$ cat src/sspi_pkg.sv
// sspi_pkg: object indices, field layouts, encodings and reset values
// assumes a 16-bit object index and 8-bit subindex on the mailbox port
package sspi_pkg;
  // object indices
  localparam logic [15:0] IDX_OUTPUT_MAP = 16'h1600;
  localparam logic [15:0] IDX_INPUT_MAP = 16'h1a00;
  localparam logic [15:0] IDX_HEALTH_MAP = 16'h1a01;
  localparam logic [15:0] IDX_FALLBACK_MODE = 16'h2100;
  localparam logic [15:0] IDX_FALLBACK_PATTERN = 16'h2102;
  localparam logic [15:0] IDX_FACTORY_RESTORE = 16'h2f00;
  localparam logic [15:0] IDX_INPUT_IMAGE = 16'h4000;
  localparam logic [15:0] IDX_HEALTH_WORD = 16'h4001;
  localparam logic [15:0] IDX_OUTPUT_IMAGE = 16'h5000;
  // subindices
  localparam logic [7:0] SUB_COUNT = 8'h00;
  localparam logic [7:0] SUB_ENTRY = 8'h01;
  localparam logic [7:0] MAP_COUNT_IO = 8'h02;
  localparam logic [7:0] MAP_COUNT_HEALTH = 8'h01;
  localparam logic [7:0] PATTERN_COUNT = 8'h01;
  // mapping entry lengths in bits
  localparam logic [7:0] LEN_BYTE = 8'h08;
  localparam logic [7:0] LEN_WORD = 8'h20;
  // mapping entry field positions
  localparam int MAP_IDX_LSB = 16;
  localparam int MAP_SUB_LSB = 8;
  localparam int MAP_LEN_LSB = 0;
  // fallback mode encodings
  localparam logic [7:0] FB_LOW = 8'h00;
  localparam logic [7:0] FB_HIGH = 8'h01;
  localparam logic [7:0] FB_HOLD = 8'h02;
  localparam logic [7:0] FB_PATTERN = 8'h03;
  // factory restore encodings
  localparam logic [7:0] FR_NORMAL = 8'h00;
  localparam logic [7:0] FR_RESTORE = 8'h01;
  // node state codes
  localparam logic [3:0] ST_INIT = 4'h1;
  localparam logic [3:0] ST_PREOP = 4'h2;
  localparam logic [3:0] ST_OP = 4'h8;
  // reset values
  localparam logic [7:0] RST_FALLBACK_MODE = 8'h00;
  localparam logic [7:0] RST_FALLBACK_PATTERN = 8'h00;
  localparam logic [7:0] RST_FACTORY_RESTORE = 8'h00;
  localparam logic [3:0] RST_OUTPUTS = 4'h0;
  // health word bits
  localparam int HB_OUT_SHORT = 0;
  localparam int HB_OUT_OVERV = 1;
  localparam int HB_ACT_SHORT = 2;
  localparam int HB_ACT_UNDERV = 3;
  localparam int HB_SEN_OVERV = 4;
  localparam int HB_SEN_UNDERV = 5;
  localparam int NUM_FAULTS = 6;
  // arbiter grant
  typedef enum logic [1:0] {
    SSPI_GR_IDLE = 2'b00,
    SSPI_GR_MBX = 2'b01,
    SSPI_GR_CYC = 2'b10
  } sspi_grant_e;
endpackage

$ cat src/sspi_top.sv
// sspi_top: fallback output logic and process image of an 8-in 4-out node
// assumes cyclic and mailbox requests from logic on the same clock;
// digital inputs and fault lines are pins and are synchronised here.
// restart_in is a one-cycle pulse from the node's own restart logic.
// Notes on behaviour
// - mailbox request served before any other request
// - one grant per cycle on shared data
// - not operational: outputs take fallback value
// - mode 00 low, 01 high, 02 hold, 03 pattern
// - pattern low four bits used only mode 03
// - fallback settings writable only in pre-operational
// - restore field: 00 normal, 01 restore, else reserved
// - requested restore acts at next restart
// - four-byte health word in input image
// - health bits 0..5 map to six faults
// - input byte: input 8 bit 7 down to 1
// - output byte: output 4 bit 3 down to 1
// - map entry: index, subindex, length fields
// - output map: output image, sub 01, 8 bits
// - input map: input image, sub 01, 8 bits
// - health map: health word, sub 01, 32 bits
// - node state readable, 08 means operational
`timescale 1ns/1ns
module sspi_top
  import sspi_pkg::*;
(
  input wire logic clock_in,
  input wire logic rst_b_in,
  input wire logic [3:0] node_state_in,
  input wire logic restart_in,
  input wire logic [7:0] dig_in,
  input wire logic [NUM_FAULTS-1:0] fault_in,
  input wire logic mbx_req_in,
  input wire logic mbx_write_in,
  input wire logic [15:0] mbx_index_in,
  input wire logic [7:0] mbx_sub_in,
  input wire logic [31:0] mbx_wdata_in,
  input wire logic cyc_req_in,
  input wire logic [7:0] cyc_out_byte_in,
  output logic mbx_ack_out,
  output logic mbx_err_out,
  output logic [31:0] mbx_rdata_out,
  output logic cyc_ack_out,
  output logic [7:0] cyc_in_byte_out,
  output logic [31:0] cyc_health_out,
  output logic [3:0] node_state_out,
  output logic [3:0] dig_out,
  output logic factory_restore_out
);
  // settings and images
  logic [7:0] fallback_mode;
  logic [7:0] fallback_pattern;
  logic [7:0] factory_restore_request;
  logic [7:0] output_image;
  logic [7:0] input_image;
  logic [31:0] health_word;

  // pin synchroniser stages
  logic [7:0] in_s1;
  logic [7:0] in_s2;
  logic [7:0] in_s3;
  logic [NUM_FAULTS-1:0] flt_s1;
  logic [NUM_FAULTS-1:0] flt_s2;
  logic [NUM_FAULTS-1:0] flt_s3;

  // state decode, grant and next values
  logic is_op;
  logic is_preop;
  sspi_grant_e grant;
  logic [31:0] next_rdata;
  logic next_err;
  logic [3:0] next_dig;
  logic store_ok;
  logic restore_wr;

  // every code but operational counts as a fallback state
  assign is_op = (node_state_in == ST_OP);
  assign is_preop = (node_state_in == ST_PREOP);

  // pin synchronisers, three stages
  // stage one may go metastable, so only stage two reads it
  always_ff @(posedge clock_in) begin
    if (!rst_b_in) begin
      in_s1 <= 8'h00;
      in_s2 <= 8'h00;
      in_s3 <= 8'h00;
      flt_s1 <= '0;
      flt_s2 <= '0;
      flt_s3 <= '0;
    end else begin
      in_s1 <= dig_in;
      in_s2 <= in_s1;
      in_s3 <= in_s2;
      flt_s1 <= fault_in;
      flt_s2 <= flt_s1;
      flt_s3 <= flt_s2;
    end
  end

  // image update once stages two and three agree, bit by bit
  // a one-cycle glitch never reaches the image
  genvar gi;
  generate
    for (gi = 0; gi < 8; gi++) begin : g_in
      always_ff @(posedge clock_in) begin
        if (!rst_b_in) begin
          input_image[gi] <= 1'b0;
        end else if (in_s2[gi] == in_s3[gi]) begin
          input_image[gi] <= in_s3[gi];
        end
      end
    end
    // health word: six fault bits, the rest reserved
    for (gi = 0; gi < 32; gi++) begin : g_hw
      if (gi < NUM_FAULTS) begin : g_f
        always_ff @(posedge clock_in) begin
          if (!rst_b_in) begin
            health_word[gi] <= 1'b0;
          end else if (flt_s2[gi] == flt_s3[gi]) begin
            health_word[gi] <= flt_s3[gi];
          end
        end
      end else begin : g_r
        assign health_word[gi] = 1'b0; // reserved bits
      end
    end
  endgenerate

  // arbiter: mailbox first, one party per cycle
  // mailbox wins a tie, so a setting write is never starved
  always_comb begin
    if (mbx_req_in) begin
      grant = SSPI_GR_MBX;
    end else if (cyc_req_in) begin
      grant = SSPI_GR_CYC;
    end else begin
      grant = SSPI_GR_IDLE;
    end
  end
  // grants are combinational, answers come a cycle later
  assign mbx_ack_out = (grant == SSPI_GR_MBX);
  assign cyc_ack_out = (grant == SSPI_GR_CYC);

  // map entry built from its three fields
  function automatic logic [31:0] map_entry(input logic [15:0] idx, input logic [7:0] len);
    map_entry = (32'(idx) << MAP_IDX_LSB) | (32'(SUB_ENTRY) << MAP_SUB_LSB) |
      (32'(len) << MAP_LEN_LSB);
  endfunction

  // mailbox read decode
  always_comb begin
    next_rdata = 32'h0000_0000;
    next_err = 1'b0;
    // subindex 00 answers counts or the one-byte settings
    if (mbx_sub_in == SUB_COUNT) begin
      case (mbx_index_in)
        IDX_OUTPUT_MAP, IDX_INPUT_MAP, IDX_INPUT_IMAGE, IDX_OUTPUT_IMAGE: begin
          next_rdata = {24'h000000, MAP_COUNT_IO};
        end
        IDX_HEALTH_MAP, IDX_HEALTH_WORD: begin
          next_rdata = {24'h000000, MAP_COUNT_HEALTH};
        end
        IDX_FALLBACK_PATTERN: next_rdata = {24'h000000, PATTERN_COUNT};
        IDX_FALLBACK_MODE: next_rdata = {24'h000000, fallback_mode};
        IDX_FACTORY_RESTORE: next_rdata = {24'h000000, factory_restore_request};
        default: next_err = 1'b1;
      endcase
    end else if (mbx_sub_in == SUB_ENTRY) begin
      case (mbx_index_in)
        IDX_OUTPUT_MAP: begin
          next_rdata = map_entry(IDX_OUTPUT_IMAGE, LEN_BYTE);
        end
        IDX_INPUT_MAP: begin
          next_rdata = map_entry(IDX_INPUT_IMAGE, LEN_BYTE);
        end
        IDX_HEALTH_MAP: begin
          next_rdata = map_entry(IDX_HEALTH_WORD, LEN_WORD);
        end
        IDX_FALLBACK_PATTERN: next_rdata = {24'h000000, fallback_pattern};
        IDX_INPUT_IMAGE: next_rdata = {24'h000000, input_image};
        IDX_HEALTH_WORD: next_rdata = health_word;
        IDX_OUTPUT_IMAGE: next_rdata = {24'h000000, output_image};
        default: next_err = 1'b1;
      endcase
    end else begin
      next_err = 1'b1;
    end
    // writes: only the three settings objects accept them
    // a refused write leaves every setting as it was
    if (mbx_write_in) begin
      next_rdata = 32'h0000_0000;
      if (mbx_index_in == IDX_FALLBACK_MODE && mbx_sub_in == SUB_COUNT) begin
        next_err = !is_preop || (mbx_wdata_in[7:0] > FB_PATTERN);
      end else if (mbx_index_in == IDX_FALLBACK_PATTERN && mbx_sub_in == SUB_ENTRY) begin
        next_err = !is_preop;
      end else if (mbx_index_in == IDX_FACTORY_RESTORE && mbx_sub_in == SUB_COUNT) begin
        next_err = (mbx_wdata_in[7:0] > FR_RESTORE);
      end else begin
        next_err = 1'b1;
      end
    end
  end

  // mailbox answer registers
  // answer stands until the next granted mailbox access
  always_ff @(posedge clock_in) begin
    if (!rst_b_in) begin
      mbx_rdata_out <= 32'h0000_0000;
      mbx_err_out <= 1'b0;
    end else if (grant == SSPI_GR_MBX) begin
      mbx_rdata_out <= next_rdata;
      mbx_err_out <= next_err;
    end
  end

  // a granted write that passed every check
  assign store_ok = (grant == SSPI_GR_MBX) && mbx_write_in && !next_err;
  assign restore_wr = store_ok && (mbx_index_in == IDX_FACTORY_RESTORE);

  // settings writes, gated by state, mode also by encoding
  // mode and pattern writes get here only in pre-operational, the decode refuses others
  always_ff @(posedge clock_in) begin
    if (!rst_b_in) begin
      fallback_mode <= RST_FALLBACK_MODE;
      fallback_pattern <= RST_FALLBACK_PATTERN;
    end else if (store_ok) begin
      if (mbx_index_in == IDX_FALLBACK_MODE) begin
        fallback_mode <= mbx_wdata_in[7:0];
      end else if (mbx_index_in == IDX_FALLBACK_PATTERN) begin
        fallback_pattern <= mbx_wdata_in[7:0];
      end
    end
  end

  // restore request: stored now, acted on at restart
  // a write in the restart cycle is kept for the next restart
  always_ff @(posedge clock_in) begin
    if (!rst_b_in) begin
      factory_restore_request <= RST_FACTORY_RESTORE;
    end else if (restore_wr) begin
      factory_restore_request <= mbx_wdata_in[7:0];
    end else if (restart_in) begin
      factory_restore_request <= FR_NORMAL;
    end
  end

  // one-cycle restore pulse when a restart finds a request
  always_ff @(posedge clock_in) begin
    if (!rst_b_in) begin
      factory_restore_out <= 1'b0;
    end else begin
      factory_restore_out <= restart_in && (factory_restore_request == FR_RESTORE);
    end
  end

  // cyclic exchange: output byte in, input and health out
  // images sampled at the grant, so the master sees one set
  always_ff @(posedge clock_in) begin
    if (!rst_b_in) begin
      output_image <= 8'h00;
      cyc_in_byte_out <= 8'h00;
      cyc_health_out <= 32'h0000_0000;
    end else if (grant == SSPI_GR_CYC) begin
      output_image <= cyc_out_byte_in;
      cyc_in_byte_out <= input_image;
      cyc_health_out <= health_word;
    end
  end

  // output selection: live image or fallback
  // hold mode feeds dig_out back, freezing the last outputs
  always_comb begin
    if (is_op) begin
      next_dig = output_image[3:0];
    end else begin
      case (fallback_mode)
        FB_LOW: next_dig = 4'h0;
        FB_HIGH: next_dig = 4'hf;
        FB_HOLD: next_dig = dig_out;
        FB_PATTERN: next_dig = fallback_pattern[3:0];
        default: next_dig = 4'h0;
      endcase
    end
  end

  // physical outputs, registered so hold mode has a last value
  always_ff @(posedge clock_in) begin
    if (!rst_b_in) begin
      dig_out <= RST_OUTPUTS;
    end else begin
      dig_out <= next_dig;
    end
  end

  // state code mirror for the master
  always_ff @(posedge clock_in) begin
    if (!rst_b_in) begin
      node_state_out <= ST_INIT;
    end else begin
      node_state_out <= node_state_in;
    end
  end
endmodule

$ cat config.mk
export PLATFORM = sky130hd
export DESIGN_NAME = sspi_top
export DESIGN_NICKNAME = d
export VERILOG_FILES = /design/src/sspi_pkg.sv /design/src/sspi_top.sv
export SDC_FILE = /design/constraint.sdc
export NUM_CORES = 1
export LEC_CHECK = 0
export ABC_AREA = 0
export BUFFER_PORTS_ARGS = -buffer_cell sky130_fd_sc_hd__buf_2
export CORE_UTILIZATION = 30
export CTS_CLUSTER_DIAMETER = 100
export CTS_CLUSTER_SIZE = 30
export DETAILED_ROUTE_END_ITERATION = 7
export SLEW_MARGIN = 15
export SYNTH_ARGS = -nofsm -noshare
export SYNTH_HDL_FRONTEND = slang
export SYNTH_SLANG_ARGS = --single-unit
$ cat constraint.sdc
create_clock -name clock_in -period 3 [get_ports clock_in]
set_input_delay 0.9 -clock clock_in [delete_from_list [all_inputs] [get_ports clock_in]]
set_output_delay 0.9 -clock clock_in [all_outputs]
set_load 0.03 [all_outputs]
==> results of run 1 <==
==> cell type report <==
class | instances | area, um2 | area share [%]
clock inverter | 12 | 149 | 2.31
clock buffer | 18 | 439 | 6.81
tap | 220 | 275 | 4.27
timing repair buffer | 132 | 751 | 11.6
multi-input combinational | 393 | 2350 | 36.5
inverter | 5 | 18.8 | 0.291
sequential | 123 | 2460 | 38.2
==> critical path: cells and delay by family <==
kind                   cells  cell delay [ns]
and+or+nand+nor            3             1.14
AOI/OAI and AO/OA          3             0.58
buffers and inverters      2             0.35
==> path summary, 6_finish.rpt <==
path / start / to / slack [ns]
worst max-delay path: mbx_index_in[10] / mbx_rdata_out[2] / 0.39
worst min-delay path: flt_s1[0] / flt_s2[0] / 0.43
worst max register to register: fallback_mode[3] / dig_out[3] / 1.56
worst min register to register: flt_s1[0] / flt_s2[0] / 0.43
==> where the power goes <==
part / leakage (nW) / switching [mW] / internal (mW)
Combinational: 1.41 / 0.180 / 0.0827
Clock: 0.280 / 0.702 / 1.31
Sequential: 1.00 / 0.0137 / 1.67
==> sequential cells by signal, indices dropped and copies added (netlist names), 6 cells and up <==
signal,count
cyc_health_out,6
cyc_in_byte_out,8
factory_restore_request,8
fallback_mode,8
fallback_pattern,8
flt_s1,6
flt_s2,6
flt_s3,6
health_word,6
in_s1,8
in_s2,8
in_s3,8
input_image,8
mbx_rdata_out,11
output_image,8
==> logic make-up after synthesis <==
logic type                share of synthesized area, %
and+or+nand+nor                                   24.6
xor gates and xnor gates                         0.172
other                                           0.0735
AOI/OAI and AO/OA                                 16.0
muxes                                             1.96
buffers and inverters                             8.83
DFF                                               48.3
==> metrics by stage <==
step | setup WS [ns] | hold WS [ns]
final | 0.394 | 0.429
after detailed placement | -0.00202 | 0.419
after global routing | 0.259 | 0.442
after CTS | 0.418 | 0.432
after floorplan | 0.128 | 0.412
after global placement | 0.00245 | 0.413
==> Yosys cell counts, drive strengths merged (2+ instances only) <==
| cell type | count | area, um2 |
|---|---|---|
| buf | 50 | 364 |
| a32oi | 2 | 17.5 |
| clkbuf | 18 | 67.6 |
| a21oi | 11 | 55.1 |
| nor3 | 4 | 25.0 |
| a21boi | 37 | 278 |
| or3 | 2 | 12.5 |
| mux2i | 10 | 100 |
| and2 | 60 | 375 |
| nor4 | 9 | 71.3 |
| a222oi | 7 | 70.1 |
| o21ai | 19 | 95.1 |
| a22o | 7 | 61.3 |
| nand2b | 3 | 18.8 |
| or4 | 5 | 41.3 |
| a221oi | 6 | 52.6 |
| nor2b | 9 | 56.3 |
| a211oi | 5 | 37.5 |
| nor4bb | 2 | 20.0 |
| inv | 5 | 18.8 |
| o221ai | 4 | 35.0 |
| dfxtp | 123 | 2460 |
| nor2 | 16 | 60.1 |
| a31oi | 4 | 31.3 |
| nor4b | 4 | 50.1 |
| nand3 | 8 | 52.6 |
| or4b | 7 | 77.6 |
| nand2 | 87 | 327 |
| nand4 | 3 | 18.8 |
==> routing by layer <==
metal | vias to the layer above | GRT usage, % | wire [um]
met5 | - | 0 | 0
met4 | 0 | 5.17 | 122
met3 | 8 | 4.27 | 764
met2 | 133 | 22.3 | 5490
met1 | 1874 | 19.5 | 5980
li1 | 2072 | - | -
==> run metrics, run 1 <==
Seq cells post-synth 123; vias per cell ~4.5; later-pin clock latency in the skew report about 0.41 ns; Slew Viols, Final 0; Worst-Margin Slew 0.637 ns; Slew HR a little under three fifths; Synth Instances between 500 and 600; drt wl/cell 13.7 um; clk_skew 0.0126 ns; post-synthesis sequential area ratio 48.3%; drt total wl 12400 um; Final Wtd Congestion 0.823; DR DRC count 0; vias in the first global route 3829; first-pass GRT wire length 19900 um; async set or reset register ratio after synthesis 0%; Initial Util 30.7%; yosys warns 0; largest net degree at the start of global routing approximately 110; Placed Cells roughly 870; post-synth design cell area roughly 5100 um2; vias post-DR 4087; initial DRC count 205; Clock Path Buffers 2; Critical-path top delay cell or4b_4; CTS tree yes; crit-path cells buf_2 -> or4b_4 -> or4_4 -> nor3_1 -> buf_4 -> a222oi_1 -> a31oi_1 -> a22o_1; final setup fails 0; Total Power 3.96 mW; Routed Antenna Nets 0; clk sinks 123; FILL cells 1689; MaxCap Viol Count 0; Resized cells post-CTS 0; initial antenna violation count 0; Power Density approximately 610 nW/um2; Final Core Density around 39%; status finished, final reports clean; critical path class in2reg; ANT cells 0; FMAX 0.384 GHz; I/O pin cnt about 170; H-tree levels 4; Total GRT Usage 14.6%; final hold violations 0; GR Overflow Total 0; drt pass-1 iters 5; Worst EP arrival between 2 and 3 ns; clock buffer count from CTS 17; share of cells above drive strength 1 25.6%; WP data required 3.34 ns; area of the core 16600 um2; CTS clk-pin slew, worst paths 0.05 ns; Die Ht 132 um; RSZ-0062 raised after global routing no; Site Rows 47; CP Launch Type input pin; crit end category flip-flop; die footprint 17500 um2; Reg2Reg Depth 6; PortBufs 101; hold path depth 1; fin crit share 86.9%; Worst Hold Class reg2reg; Die W 132 um; Top FF cell, synth dfxtp_1; max incr delay on CP around 0.53 ns; DPL Wire Length slightly above 9000 um; Finished Layout Cells 903; number of synthesized flops with an enable pin 0; Peak VDD IR 0.430 mV; Netlist cell types 55; commonest non-fill, non-tap cells in the layout dfxtp_1 (123), buf_2 (101), nand2_1 (87); design area 6450 um2; postcts setup bufs 0; CP Max Fanout 7; fin crit period 2.61 ns; Root Driver clkbuf_16; Static Leak 2.69 nW; TNS Setup 0 ns; Post-Syn Area per Cell approximately 9.4 um2; cts hold-fix bufs 0; final net count 760; Area growth syn-to-layout 26.5%; most common cell after layout, fill and taps aside dfxtp_1; Placed Area 5860 um2
Power figures use the tool's default switching activity.
==> run 2, diff against run 1 <==
--- a/config.mk
+++ b/config.mk
@@ -7,10 +7,14 @@
 export LEC_CHECK = 0
 export ABC_AREA = 0
 export BUFFER_PORTS_ARGS = -buffer_cell sky130_fd_sc_hd__buf_2
-export CORE_UTILIZATION = 30
+export CAP_MARGIN = 20
+export CELL_PAD_IN_SITES_DETAIL_PLACEMENT = 0
+export CELL_PAD_IN_SITES_GLOBAL_PLACEMENT = 2
+export CORE_UTILIZATION = 26
 export CTS_CLUSTER_DIAMETER = 100
 export CTS_CLUSTER_SIZE = 30
 export DETAILED_ROUTE_END_ITERATION = 7
+export PLACE_DENSITY_LB_ADDON = 0.1
 export SLEW_MARGIN = 15
 export SYNTH_ARGS = -nofsm -noshare
 export SYNTH_HDL_FRONTEND = slang
==> run 2 against run 1 <==
Net effect: first-iteration DRC count grew 14%; largest power group unchanged; sequential share of layout area shrank 0.32 points; clock-buffer cell count grew 5; clock skew shrank 0.0059 ns; wire length grew 14%; global-route usage shrank 0.31 points; power shrank 1.4%; worst hold slack gained 0.00066 ns; core utilization shrank 4.6 points; cell area grew 0.83%.
==> run metrics, run 2 (synthesized netlist as in run 1, its figures left out) <==
status finished, final reports clean; vias post-DR 4086 (-0.024%); I/O pin cnt 172 (unchanged); reg2reg setup slack 1.50 ns (-0.06 ns); Site Rows 50 (+6.4%); Worst-Margin Slew 0.577 ns (-0.0604 ns); Most flops, register mbx_rdata_out; CTS tree yes; share of cells above drive strength 1 25.8% (+0.14 points); initial antenna violation count 0 (unchanged); Routed Antenna Nets 0 (unchanged); clk_skew 0.00672 ns (-0.00589 ns); ANT cells 0 (unchanged); FILL cells 2016 (+19%); Placed Cells 915 (+4.8%); drt wl/cell 14.8 um (+8.3%); Peak VDD IR 0.374 mV (-13%); later-pin clock latency in the skew report 0.41 ns (about the same); DPL Wire Length 10600 um (+14%); clock buffer count from CTS 17 (unchanged); Initial Util 26.9% (-3.8 points); area of the core 19000 um2 (+14%); Area growth syn-to-layout 27.6%; GR Overflow Total 0 (unchanged); Clock Path Buffers 2 (unchanged); fin crit share 88.4% (+1.6 points); Slew Viols, Final 0 (unchanged); final net count 762 (+0.26%); largest net degree at the start of global routing 110 (+0.92%); Slew HR 61.5% (+4.5 points); PortBufs 101 (unchanged); vias in the first global route 4050 (+5.8%); RSZ-0062 raised after global routing no; CP Max Fanout 7 (unchanged); critical path class in2reg; Root Driver clkbuf_16; Placed Area 5930 um2 (+1.1%); design area 6500 um2 (+0.83%); most common cell after layout, fill and taps aside dfxtp_1; Finished Layout Cells 947 (+4.9%); drt pass-1 iters 4 (-1); initial DRC count 234 (+14%); cts hold-fix bufs 0 (unchanged); TNS Setup 0 ns (unchanged); CTS clk-pin slew, worst paths 0.06 ns (about the same); Worst Hold Class reg2reg; H-tree levels 4 (unchanged); Setup crit start mbx_index_in[9]; hold path start in_s1[4]; Resized cells post-CTS 0 (unchanged); commonest non-fill, non-tap cells in the layout dfxtp_1 (123), buf_2 (101), nand2_1 (87); Total Power 3.90 mW (-1.4%); first-pass GRT wire length 21800 um (+9.5%); DR DRC count 0 (unchanged); final setup fails 0 (unchanged); Power Density 600 nW/um2 (-2.2%); postcts setup bufs 0 (unchanged); Reg-to-Reg Start fallback_mode[3]; final hold violations 0 (unchanged); clk sinks 123 (unchanged); vias per cell 4.31 (-4.7%); FMAX 0.377 GHz (-1.8%); die footprint 20200 um2 (+15%); Final Wtd Congestion 0.762 (-7.4%); Total GRT Usage 14.3% (-0.31 points); Die W 142 um (+7.3%); crit end category flip-flop; WP data required 3.35 ns (about the same); drt total wl 14000 um (+14%); CP Launch Type input pin; Die Ht 142 um (+7.3%); Static Leak 2.68 nW (-0.22%); number of flip-flops in the largest register 11 (unchanged); fin crit period 2.65 ns (+0.0468 ns); Worst EP arrival 3.00 ns (+0.05 ns); MaxCap Viol Count 0 (unchanged)
==> run 2: area by class of cell <==
cell class                      count  area, um2  area share (%)
Tap cell                          260        325            5.00
Multi-Input combinational cell    393       2350            36.2
Timing Repair Buffer              134        766            11.8
Clock inverter                      9       88.8            1.37
Sequential cell                   123       2460            37.9
Inverter                            5       18.8           0.289
Clock buffer                       23        488            7.50
==> run 2: routing by layer <==
layer	vias up	track usage [%]	share of wire [%]
met5	-	0	0
met4	0	3.74	0.83
met3	8	3.87	4.1
met2	93	22.5	46
met1	1910	19.2	50
li1	2075	-	-
==> run 2: final timing paths <==
| path | cells after the start | end |
|---|---|---|
| setup / recovery | 8 | mbx_rdata_out[5] |
| hold / removal | 1 | in_s2[4] |
| setup reg to reg | 6 | dig_out[0] |
| hold reg to reg | 1 | in_s2[4] |
==> run 2: power by group <==
part	switching, mW	total [mW]	internal (mW)	leakage, nW
Combinational	0.183	0.267	0.0838	1.42
Sequential	0.0134	1.68	1.67	1.00
Clock	0.730	1.96	1.23	0.264
==> run 2: worst max-delay path, cell delays in order <==
cell	delay (ns)
buf_2	0.12
or4b_4	0.54
or4_4	0.44
nor3_1	0.18
buf_4	0.21
a222oi_1	0.13
a21oi_1	0.31
a22o_1	0.17
==> run 2: metrics by stage <==
stage               hold WS, ns  setup WS (ns)  utilization [%]
finish                    0.429          0.347             34.3
global route              0.449          0.171             34.3
CTS                       0.431          0.361             34.3
detailed placement        0.417        -0.0558             31.3
global placement          0.415        -0.0832             31.3
floorplan                 0.412          0.128                -
==> run 3, diff against run 2 <==
--- a/config.mk
+++ b/config.mk
@@ -14,7 +14,7 @@
 export CTS_CLUSTER_DIAMETER = 100
 export CTS_CLUSTER_SIZE = 30
 export DETAILED_ROUTE_END_ITERATION = 7
-export PLACE_DENSITY_LB_ADDON = 0.1
+export PLACE_DENSITY = 0.86
 export SLEW_MARGIN = 15
 export SYNTH_ARGS = -nofsm -noshare
 export SYNTH_HDL_FRONTEND = slang
==> run 3 against run 2 <==
Net effect: critical path depth did not move; die area stayed put; highest routed layer unchanged; global-route usage decreased by 0.87 points; core utilization rose by 0.099 points; sequential share of layout area decreased by 0.11 points; clock-buffer cell count fell by 6; non-clock buffer count increased by 1; flip-flop and latch count stayed put; sequential power about the same; worst hold slack gained 0.0025 ns; clock skew shrank 0.0010 ns; largest power group unchanged; wire length down 8.4%.
==> run metrics, run 3 (synthesized netlist as in run 1, its figures left out) <==
Resized cells post-CTS 0 (unchanged); Clock Path Buffers 2 (unchanged); worst hold slack 0.432 ns (+0.00255 ns); CP Max Fanout 4 (-3); Final Core Density 34.4% (+0.099 points); combinational share of power 6.6% (-0.2 points); Initial Util 26.9% (unchanged); switching share of power 24.8% (+1.0 points); final setup fails 0 (unchanged); cts hold-fix bufs 0 (unchanged); design area 6520 um2 (+0.29%); final net count 763 (+0.13%); Reg2Reg Depth 6 (unchanged); clock buffer count from CTS 17 (unchanged); clk_skew 0.00571 ns (-0.00101 ns); Sequential Power Share 42.4% (-0.7 points); RR Endpoint dig_out[0]; initial antenna violation count 0 (unchanged); drt total wl 12900 um (-8.4%); DPL Wire Length 9500 um (-10%); CP Launch Type input pin; RSZ-0062 raised after global routing no; crit-path cells buf_2 -> or4b_1 -> or4b_1 -> a21oi_1 -> buf_4 -> a2111oi_0 -> o22ai_1 -> a22o_1; die footprint 20200 um2 (unchanged); vias post-DR 4079 (-0.17%); Most flops, register mbx_rdata_out; WP data required 3.36 ns (about the same); Placed Area 5930 um2 (+0.13%); Site Rows 50 (unchanged); DR DRC count 0 (unchanged); later-pin clock latency in the skew report 0.41 ns (about the same); share of cells above drive strength 1 26.2% (+0.40 points); critical path class in2reg; DP Worst Slack 0.0413 ns (+0.0971 ns); Critical-path top delay cell or4b_1; hold path start flt_s1[0]; Peak VDD IR 0.351 mV (-6.4%); max incr delay on CP 0.57 ns (+0.03 ns); first-pass GRT wire length 20300 um (-6.6%); Worst Hold Class reg2reg; drt wl/cell 13.6 um (-8.5%); CTS clk-pin slew, worst paths 0.06 ns (about the same); commonest non-fill, non-tap cells in the layout dfxtp_1 (123), buf_2 (101), nand2_1 (87); Final Wtd Congestion 0.789 (+3.6%); setup slack after layout 0.447 ns (+0.0998 ns); number of flip-flops in the largest register 11 (unchanged); H-tree levels 4 (unchanged); postcts setup bufs 0 (unchanged); MaxCap Viol Count 0 (unchanged); P_int 2.98 mW (+0.22%); CTS tree yes; Routed Antenna Nets 0 (unchanged); Worst EP arrival 2.91 ns (-0.09 ns); GR Overflow Total 0 (unchanged); largest net degree at the start of global routing 110 (unchanged); Root Driver clkbuf_16; fin crit share 85.1% (-3.3 points); hold path depth 1 (unchanged); Die Ht 142 um (unchanged); drt pass-1 iters 5 (+1); Worst-Margin Slew 0.556 ns (-0.0210 ns); vias per cell 4.30 (-0.28%); Area growth syn-to-layout 27.9%; Hold Path Sink flt_s2[0]; crit path buf inv count 2 (unchanged); Crit path max-delay family simple AND/OR/NAND/NOR gates; final hold violations 0 (unchanged); Slew HR 62.4% (+0.97 points); initial DRC count 198 (-15%); net switching power 0.982 mW (+5.9%); status finished, final reports clean; FMAX 0.392 GHz (+3.9%); I/O pin cnt 172 (unchanged); area of the core 19000 um2 (unchanged); most common cell after layout, fill and taps aside dfxtp_1; fin crit period 2.55 ns (-0.0998 ns); reg2reg setup slack 1.55 ns (+0.05 ns); clk sinks 123 (unchanged); Static Leak 2.70 nW (+0.78%); clock group share of total power 51.0% (+0.9 points); Slew Viols, Final 0 (unchanged); Die W 142 um (unchanged); crit end category flip-flop; Reg-to-Reg Start fallback_mode[3]; ANT cells 0 (unchanged); vias in the first global route 3739 (-7.7%); Total GRT Usage 13.4% (-0.87 points); PortBufs 101 (unchanged); most used cell, CP or4b_1; TNS Setup 0 ns (unchanged); Power Density 608 nW/um2 (+1.3%)
-- run 3: changes by cell type in the layout (fill, tap and decap cells not counted) --
cell,change
buf_4,+1
bufinv_16,+1
clkbuf_1,-2
clkbuf_8,-4
clkinv_2,+1
clkinv_4,+2
clkinvlp_4,-3
inv_6,+5
-- run 3: power by group through the flow --
stage	Clock (mW)	Combinational, mW	Sequential [mW]
3_5_place_dp	0	0.265	1.72
3_3_place_gp	0	0.264	1.72
5_1_grt	2.17	0.287	1.68
2_1_floorplan	0	0.206	1.72
4_1_cts	2.07	0.265	1.68
6_report	2.02	0.264	1.68
-- run 3: area by class of cell --
class / count / area [um2]
clock buffers: 17 / 425
clock inverters: 15 / 163
fillers: 1990 / 12400
inverters: 5 / 18.8
multi-input cells: 393 / 2350
flip-flops and latches: 123 / 2460
well taps: 260 / 325
repair buffers: 135 / 773
-- run 3: routing by layer --
metal | wire [um] | global-route usage (%) | part of all wire [%]
met5 | 0 | 0 | 0
met1 | 6030 | 17.6 | 47
met3 | 955 | 4.44 | 7.4
met2 | 5800 | 20.6 | 45
met4 | 65 | 4.24 | 0.51
-- run 3: worst reg2reg max path: stages (launching register included) --
cell and delay (ns):
dfxtp_1 0.32, nor4_1 0.30, nand2_1 0.14, inv_1 0.07, nand4b_1 0.20, o221ai_1 0.24
a21oi_1 0.06
-- run 3: worst max path at each step --
stage | end | slack (ns) | depth (start not counted) | from
5_1_grt | factory_restore_request[1] | 0.23 | 7 | mbx_index_in[0]
6_report | mbx_rdata_out[0] | 0.45 | 8 | mbx_index_in[9]
4_1_cts | cyc_ack_out | 0.42 | 5 | mbx_req_in
3_3_place_gp | mbx_rdata_out[3] | 0.03 | 9 | mbx_sub_in[5]
2_1_floorplan | fallback_mode[2] | 0.13 | 6 | mbx_index_in[5]
3_5_place_dp | factory_restore_request[1] | 0.04 | 7 | mbx_index_in[15]
-- run 3: metrics by stage --
stage / total power [mW] / instances
floorplan: 1.93 / 589
global placement: 1.98 / 916
detailed placement: 1.98 / 916
CTS: 4.02 / 948
global route: 4.14 / 948
finish: 3.97 / 948
